==> config.mk <==
export PLATFORM = sky130hd
export DESIGN_NAME = hzs_sequencer
export DESIGN_NICKNAME = d
export VERILOG_FILES = /design/src/inc/hzs_pkg.sv /design/src/hzs_jack_debounce.sv /design/src/hzs_sequencer.sv
export SDC_FILE = /design/constraint.sdc
export NUM_CORES = 1
export LEC_CHECK = 0
export BUFFER_PORTS_ARGS = -buffer_cell sky130_fd_sc_hd__buf_4
export CAP_MARGIN = 0
export CORE_MARGIN = 4
export CORE_UTILIZATION = 45
export CTS_BUF_LIST = sky130_fd_sc_hd__clkbuf_4
export CTS_CLUSTER_DIAMETER = 100
export DETAILED_ROUTE_END_ITERATION = 12
export GPL_TIMING_DRIVEN = 0
export HOLD_SLACK_MARGIN = 0.12
export MAX_ROUTING_LAYER = met4
export PLACE_DENSITY = 0.72
export SLEW_MARGIN = 20
export SYNTH_ARGS = -nofsm -noshare
export SYNTH_HDL_FRONTEND = slang
export SYNTH_SLANG_ARGS = --single-unit
==> constraint.sdc <==
create_clock -name clock -period 1.6 [get_ports clock]
set_input_delay 0.16 -clock clock [delete_from_list [all_inputs] [get_ports clock]]
set_output_delay 0.16 -clock clock [all_outputs]
set_load 0.02 [all_outputs]
==> src/inc/hzs_pkg.sv <==
package hzs_pkg;

    // ----------------------------------------------------------------
    // timing
    // ----------------------------------------------------------------
    localparam int unsigned CLK_HZ = 20_000_000;
    localparam int unsigned DEB_SHORT_MS = 115;
    localparam int unsigned DEB_LONG_MS = 300;
    // least times round up; both divide evenly at this rate
    localparam int unsigned DEB_SHORT_CYCLES =
        (CLK_HZ / 1000) * DEB_SHORT_MS;
    localparam int unsigned DEB_LONG_CYCLES =
        (CLK_HZ / 1000) * DEB_LONG_MS;
    localparam int unsigned DEB_CNT_W = 23;

    // ----------------------------------------------------------------
    // widths and encodings
    // ----------------------------------------------------------------
    localparam int unsigned RESULT_W = 8;
    localparam logic [1:0] CUR_100UA = 2'h0;
    localparam logic [1:0] CUR_1MA1 = 2'h1;
    localparam logic [1:0] CUR_5MA5 = 2'h2;
    localparam logic [1:0] START_SEL_AUTO = 2'h0;
    localparam logic [1:0] START_SEL_MAN_A = 2'h1;
    localparam logic [1:0] START_SEL_MAN_B = 2'h2;
    localparam logic [1:0] SEL_RESET = CUR_100UA;
    localparam logic [7:0] RESULT_RESET = 8'h00;

    // gray codes along idle -> mux -> start -> wait -> eval
    typedef enum logic [2:0] {
        HZS_IDLE  = 3'h0,
        HZS_MUX   = 3'h1,
        HZS_START = 3'h3,
        HZS_WAIT  = 3'h2,
        HZS_EVAL  = 3'h6
    } hzs_state_e;

endpackage

==> src/hzs_jack_debounce.sv <==
`timescale 1ns/100ps
`default_nettype none

module hzs_jack_debounce
    import hzs_pkg::*;
#(
    parameter int unsigned SHORT_CYC = DEB_SHORT_CYCLES,
    parameter int unsigned LONG_CYC = DEB_LONG_CYCLES
)
(
    // clock and reset
    input wire logic clock,
    input wire logic reset,
    // jack pin and setting
    input wire logic jack_sense_input,
    input wire logic long_select,
    // debounced state and events
    output logic present_low,
    output logic insert_pulse,
    output logic remove_pulse
);

    logic sync1_reg;
    logic sync2_reg;
    logic [DEB_CNT_W-1:0] cnt_reg, cnt_next;
    logic present_reg, present_next;
    logic ins_reg, ins_next;
    logic rem_reg, rem_next;
    logic [DEB_CNT_W-1:0] limit;

    assign limit = long_select ? DEB_CNT_W'(LONG_CYC - 1)
                               : DEB_CNT_W'(SHORT_CYC - 1);

    // ----------------------------------------------------------------
    // comparator level, falling edge debounced, rising edge immediate
    // ----------------------------------------------------------------
    always_comb
    begin
        cnt_next = cnt_reg;
        present_next = present_reg;
        ins_next = 1'b0;
        rem_next = 1'b0;
        if (sync2_reg)
        begin
            cnt_next = '0;
            present_next = 1'b0;
            rem_next = present_reg;
        end
        else if (!present_reg)
        begin
            if (cnt_reg >= limit)
            begin
                present_next = 1'b1;
                ins_next = 1'b1;
                cnt_next = '0;
            end
            else
            begin
                cnt_next = cnt_reg + 1'b1;
            end
        end
    end

    always_ff @(posedge clock)
    begin
        if (reset)
        begin
            sync1_reg <= 1'b1;
            sync2_reg <= 1'b1;
            cnt_reg <= '0;
            present_reg <= 1'b0;
            ins_reg <= 1'b0;
            rem_reg <= 1'b0;
        end
        else
        begin
            sync1_reg <= jack_sense_input;
            sync2_reg <= sync1_reg;
            cnt_reg <= cnt_next;
            present_reg <= present_next;
            ins_reg <= ins_next;
            rem_reg <= rem_next;
        end
    end

    assign present_low = present_reg;
    assign insert_pulse = ins_reg;
    assign remove_pulse = rem_reg;

endmodule

`default_nettype wire

==> src/hzs_sequencer.sv <==
// Function
// - ready is flagged once start-up ends and only then do measurements run.
// - auto mode starts a run when presence goes low after debounce.
// - a two-bit field picks auto or manual start; manual needs presence.
// - an auto run first closes the mic and ground switches as CTIA.
// - with open check on, the run begins at 100 uA for a high-Z reading.
// - high-Z under threshold, or no open check, leads to a 1.1 mA run.
// - a 1.1 mA result still too low is repeated at 5.5 mA.
// - start-select 01 or 10 measures only on a rising manual trigger.
// - manual runs use the current named by the current-select field.
// - an auto run loads the current-select field with its last current.
// - the interrupt pin is active low open drain and never drives high.
// - the jack sense input is watched always for insertion and removal.
// - each result is an 8-bit converter reading used for all comparisons.
// - insertion debounce is 115 ms, or 300 ms with the long select set.
`timescale 1ns/100ps
`default_nettype none

module hzs_sequencer
    import hzs_pkg::*;
#(
    parameter int unsigned DEB_SHORT_CYC = DEB_SHORT_CYCLES,
    parameter int unsigned DEB_LONG_CYC = DEB_LONG_CYCLES
)
(
    // clock and reset
    input wire logic clock,
    input wire logic reset,
    // start-up and jack pin
    input wire logic startup_done,
    input wire logic jack_sense_input,
    // configuration
    input wire logic insert_debounce_select,
    input wire logic open_check_enable,
    input wire logic [1:0] measure_start_select,
    input wire logic manual_measure_trigger,
    input wire logic [7:0] high_z_threshold,
    input wire logic [7:0] low_z_threshold,
    input wire logic sense_current_select_wr,
    input wire logic [1:0] sense_current_select_wdata,
    input wire logic irq_pending,
    // impedance converter
    output logic conv_start,
    input wire logic conv_done,
    input wire logic [RESULT_W-1:0] conv_result,
    // analog controls
    output logic sense_current_on,
    output logic [1:0] sense_current,
    output logic mux_ctia_closed,
    // status
    output logic device_ready,
    output logic jack_present_low,
    output logic insert_event,
    output logic remove_event,
    output logic busy,
    output logic result_valid,
    output logic [RESULT_W-1:0] result,
    output logic [1:0] sense_current_select,
    // open-drain interrupt pin
    output logic int_n_out,
    output logic int_n_oe
);

    hzs_state_e state_reg, state_next;
    logic ready_reg, ready_next;
    logic auto_reg, auto_next;
    logic trig_d_reg;
    logic pres_d_reg;
    logic start_reg, start_next;
    logic cur_on_reg, cur_on_next;
    logic [1:0] cur_reg, cur_next;
    logic mux_reg, mux_next;
    logic [RESULT_W-1:0] sample_reg, sample_next;
    logic [RESULT_W-1:0] result_reg, result_next;
    logic valid_reg, valid_next;
    logic [1:0] sel_reg, sel_next;
    logic busy_reg, busy_next;
    logic oe_reg;
    logic pres_low;
    logic manual_mode;
    logic auto_go;
    logic manual_go;

    // ----------------------------------------------------------------
    // jack presence
    // ----------------------------------------------------------------
    hzs_jack_debounce #(
        .SHORT_CYC(DEB_SHORT_CYC),
        .LONG_CYC(DEB_LONG_CYC)
    ) u_debounce (
        .clock(clock),
        .reset(reset),
        .jack_sense_input(jack_sense_input),
        .long_select(insert_debounce_select),
        .present_low(pres_low),
        .insert_pulse(insert_event),
        .remove_pulse(remove_event)
    );

    // ----------------------------------------------------------------
    // start decisions
    // ----------------------------------------------------------------
    assign manual_mode = (measure_start_select == START_SEL_MAN_A) ||
                         (measure_start_select == START_SEL_MAN_B);
    // presence rising edge, qualified by readiness
    assign auto_go = ready_reg && !manual_mode &&
                     pres_low && !pres_d_reg;
    // triggers while absent or busy are dropped, not queued
    assign manual_go = ready_reg && manual_mode && pres_low &&
                       manual_measure_trigger && !trig_d_reg &&
                       (state_reg == HZS_IDLE);

    // ----------------------------------------------------------------
    // sequencer
    // ----------------------------------------------------------------
    always_comb
    begin
        state_next = state_reg;
        ready_next = ready_reg | startup_done;
        auto_next = auto_reg;
        start_next = 1'b0;
        cur_on_next = cur_on_reg;
        cur_next = cur_reg;
        mux_next = mux_reg;
        sample_next = sample_reg;
        result_next = result_reg;
        valid_next = 1'b0;
        sel_next = sel_reg;
        if (sense_current_select_wr)
        begin
            sel_next = sense_current_select_wdata;
        end
        unique case (state_reg)
            HZS_IDLE:
            begin
                if (auto_go)
                begin
                    auto_next = 1'b1;
                    cur_next = open_check_enable ? CUR_100UA
                                                 : CUR_1MA1;
                    state_next = HZS_MUX;
                end
                else if (manual_go)
                begin
                    auto_next = 1'b0;
                    cur_next = sel_reg;
                    state_next = HZS_START;
                end
            end
            HZS_MUX:
            begin
                // switches settle a cycle before any current flows
                mux_next = 1'b1;
                state_next = HZS_START;
            end
            HZS_START:
            begin
                cur_on_next = 1'b1;
                start_next = 1'b1;
                state_next = HZS_WAIT;
            end
            HZS_WAIT:
            begin
                if (conv_done)
                begin
                    sample_next = conv_result;
                    state_next = HZS_EVAL;
                end
            end
            HZS_EVAL:
            begin
                state_next = HZS_IDLE;
                cur_on_next = 1'b0;
                if (auto_reg && cur_reg == CUR_100UA &&
                    sample_reg < high_z_threshold)
                begin
                    cur_next = CUR_1MA1;
                    state_next = HZS_START;
                end
                else if (auto_reg && cur_reg == CUR_1MA1 &&
                         sample_reg < low_z_threshold)
                begin
                    cur_next = CUR_5MA5;
                    state_next = HZS_START;
                end
                else
                begin
                    result_next = sample_reg;
                    valid_next = 1'b1;
                    if (auto_reg)
                    begin
                        // hardware load wins over a host write this cycle
                        sel_next = cur_reg;
                    end
                end
            end
            default:
            begin
                state_next = HZS_IDLE;
            end
        endcase
        // removal aborts; the previous result stays
        if (!pres_low && state_reg != HZS_IDLE)
        begin
            state_next = HZS_IDLE;
            cur_on_next = 1'b0;
            start_next = 1'b0;
            valid_next = 1'b0;
            result_next = result_reg;
        end
        if (!pres_low)
        begin
            mux_next = 1'b0;
        end
        busy_next = (state_next != HZS_IDLE);
    end

    always_ff @(posedge clock)
    begin
        if (reset)
        begin
            state_reg <= HZS_IDLE;
            ready_reg <= 1'b0;
            auto_reg <= 1'b0;
            trig_d_reg <= 1'b0;
            pres_d_reg <= 1'b0;
            start_reg <= 1'b0;
            cur_on_reg <= 1'b0;
            cur_reg <= CUR_100UA;
            mux_reg <= 1'b0;
            sample_reg <= RESULT_RESET;
            result_reg <= RESULT_RESET;
            valid_reg <= 1'b0;
            sel_reg <= SEL_RESET;
            oe_reg <= 1'b0;
            busy_reg <= 1'b0;
        end
        else
        begin
            state_reg <= state_next;
            ready_reg <= ready_next;
            auto_reg <= auto_next;
            trig_d_reg <= manual_measure_trigger;
            pres_d_reg <= pres_low;
            start_reg <= start_next;
            cur_on_reg <= cur_on_next;
            cur_reg <= cur_next;
            mux_reg <= mux_next;
            sample_reg <= sample_next;
            result_reg <= result_next;
            valid_reg <= valid_next;
            sel_reg <= sel_next;
            oe_reg <= irq_pending;
            busy_reg <= busy_next;
        end
    end

    // ----------------------------------------------------------------
    // outputs
    // ----------------------------------------------------------------
    assign conv_start = start_reg;
    assign sense_current_on = cur_on_reg;
    assign sense_current = cur_reg;
    assign mux_ctia_closed = mux_reg;
    assign device_ready = ready_reg;
    assign jack_present_low = pres_low;
    assign busy = busy_reg;
    assign result_valid = valid_reg;
    assign result = result_reg;
    assign sense_current_select = sel_reg;
    // pin only ever pulls low
    assign int_n_out = 1'b0;
    assign int_n_oe = oe_reg;

endmodule

`default_nettype wire

==> impl_metrics.ini <==
[global_routing]
track_usage_pct = 19.15
antenna_found_initial = 0
grt_pass1_vias = 2775
grt_overflow = 0
grt_pass1_wl_um = 12540
grt_max_degree = 12

[setup_path]
arrival_ns = 2.22
startpoint_type = register
cp.required_ns = 1.91
reg2reg_from = sample_reg[6]$_SDFFE_PP0P_
r2r_end = sense_current_select[1]$_SDFF_PP0_
rrSetupSlack_ns = -0.31
crit_path_max_fanout = 4
rr_worst_depth = 6
path_class = reg2reg
end_kind = register

[pwr]
comb_power_share_pct = 8.7
p_switching_w = 0.0007045
p_leak_nw = 1.834
pwr-share-clk_pct = 40.8
power_density_nw_per_um2 = 690.6
ir_worst_vdd_mv = 0.5086
pwr-share-seq_pct = 50.5
swShare_pct = 23.34
p_int_w = 0.002315

[floorplanning]
row_count = 30
die_area_um2 = 8300
io_pins = 61
die_y_um = 91.11
start_util_pct = 46.00
coreArea_um2 = 6756
die_w_um = 91.11

[timing]
slew_headroom_pct = 62.11
whs_ns = 0.1664
fin_worst_skew_ns = 0.01771
finalSetupTns_ns = -10.01
finalMaxSlewViolations = 0
timing.final.hold_violations = 0
worst_slack_ns = -0.3095
fin_crit_ns = 1.910
finalCritPeriodShare_pct = 119.3
fmax_mhz = 523.7
tightestPinTransition_ns = 0.5683
rsz0062_at_grt = true
finalSetupViolations = 41

[drt]
vias = 2817
drt-initial-drc-count = 116
top_layer_used = met4
drc = 0
viasPerCell = 5.305
totalWireLength_um = 7712
dr_wl_met2_um = 3954
wl_met3_um = 347
wl_met1_um = 3299
ant_nets = 0
wire_per_inst_um = 14.52
drt_pass1_iterations = 4

[cells_and_area]
nFillCells = 549
ff_latch_area_um2 = 1250
area_growth_pct = 40.66
stdcell_count = 531
drive_gt1_share_pct = 33.92
largest_register_ffs = 23
fin_nets = 509
n_antenna_cell = 0
multiInputGateArea_um2 = 2033

[cts]
clock_sinks = 61
clock_latency_ns = 0.41
ctsHtreeMaxLevel = 3
cts_tree = done
cts_buffers = 9
clockRootBuffer = clkbuf_4
clockBufferDepth = 2
path_clk_slew_ns = 0.11

[placed_design]
dp_hpwl_um = 5304
numPortBuffers = 58
dp_cells = 490
gp_congestion = 0.8053

[status]
outcome = complete, but fails checks
violations = negative setup slack

[synth]
synth_common_cells = dfxtp_1, nand2_1, nor2_1
ys_warn_count = 0
synthFlopType = dfxtp_1
synth_top_cell_area_share_pct = 39.29
async_reset_ff_share_pct = 0
synth_edf_count = 0
yosysSeqAreaShare_pct = 39.29
synth_area_leaders = dfxtp_1, ha_1, nand2_1
ys_ff_latch = 61
synth_largest_area_cell = dfxtp_1
syn_area_um2 = 3108
avgSynthCellArea_um2 = 8.829
synth_fp_nets = 414
synth_most_common_cell = dfxtp_1
postSynthCellCount = 352
ys_types = 53

[min_path]
hp-start = sense_current_select_wr
min_to = sense_current_select[0]$_SDFF_PP0_
hold_depth = 4
min_path_type = in2reg

[job]
maxCapViolCount = 0
[worst max-delay path: stages, from the launching register on]
cell,delay [ns]
dfxtp_4,0.39
ha_4,0.26
and4_1,0.18
o21ai_1,0.06
o211ai_1,0.32
nand4_1,0.25
mux2_4,0.35
[power groups by stage]
stage	clock [W]	combinational [W]	sequential, W
floorplan	0	0.0000951	0.00158
global placement	0	0.000202	0.00157
detailed placement	0	0.000206	0.00157
CTS	0.00126	0.000253	0.00153
global route	0.00131	0.000288	0.00153
finish	0.00123	0.000262	0.00153
[layout by cell type, fill, tap and decap left out, drive strengths merged, types with 5 or more instances in the layout]
master / count
a21oi: 14
dfxtp: 61
inv: 19
and4: 5
buf: 76
and3: 7
nor2b: 10
dlygate4sd3: 14
o21ai: 7
mux2i: 10
ha: 24
nand2: 47
a31oi: 5
a211o: 5
o211ai: 7
nor2: 34
nand4: 8
xor2: 18
nor3: 5
clkbuf: 15
xnor2: 5
nand2b: 5
nand3: 10
[cells by family (layout without fill, tap and decap cells)]
kind of cell | after synthesis | after routing | share of synthesized area (%)
flip-flops | 61 | 61 | 39.29
AND/OR/NAND/NOR | 149 | 149 | 24.56
AO/OA/AOI/OAI | 51 | 51 | 11.55
buffers and inverters | 31 | 130 | 4.388
XOR/XNOR | 23 | 23 | 6.481
other | 1 | 1 | 0.1207
multiplexers | 12 | 12 | 3.945
adder cells (fa/ha/maj) | 24 | 24 | 9.662
[per-stage QoR]
step	instance area (µm²)	setup WS (ns)	util (%)	total power (W)
after global placement	3754	-0.3744	55.56	0.001771
after CTS	4234	-0.2841	62.67	0.003036
final	4372	-0.3095	64.70	0.003019
after detailed placement	3754	-0.4220	55.56	0.001776
after floorplan	3218	-0.1203	-	0.001671
after global routing	4372	-0.4301	64.70	0.003125
[timing repair]
item | in CTS | in global routing
resized for setup | 26 | 28
endpoints found under the setup margin | 41 | 50
buffers inserted | 7 | 3
pin swaps | 13 | 8
cloned | 3 | 0
hold endpoints to repair | 14 | 0
hold buffers | 14 | 0
[final cells by class]
cell class / count / share of cell area [%]
clock inverters: 5 / 1.975
flip-flops and latches: 61 / 28.59
repair buffers: 85 / 15.74
plain buffers: 10 / 1.460
clock buffers: 10 / 1.717
inverters: 20 / 1.717
well taps: 80 / 2.290
multi-input cells: 260 / 46.51
[worst max-delay path by stage]
stage / from / to / slack (ns)
after floorplan: u_debounce.cnt_reg[15]$_SDFFE_PP0N_ / u_debounce.present_low$_SDFF_PP0_ / -0.12
after global routing: sample_reg[6]$_SDFFE_PP0P_ / result[5]$_SDFFE_PP0P_ / -0.43
after CTS: sample_reg[6]$_SDFFE_PP0P_ / result[3]$_SDFFE_PP0P_ / -0.28
final: sample_reg[6]$_SDFFE_PP0P_ / sense_current_select[1]$_SDFF_PP0_ / -0.31
after global placement: insert_debounce_select / u_debounce.present_low$_SDFF_PP0_ / -0.37
after detailed placement: insert_debounce_select / u_debounce.cnt_reg[9]$_SDFFE_PP0N_ / -0.42
[per-layer routing]
metal / GRT usage [%] / up-vias
li1: - / 1423
met1: 22.49 / 1310
met2: 32.07 / 73
met3: 4.971 / 11
met4: 6.030 / 0
met5: - / -
Power figures use the tool's default switching activity.
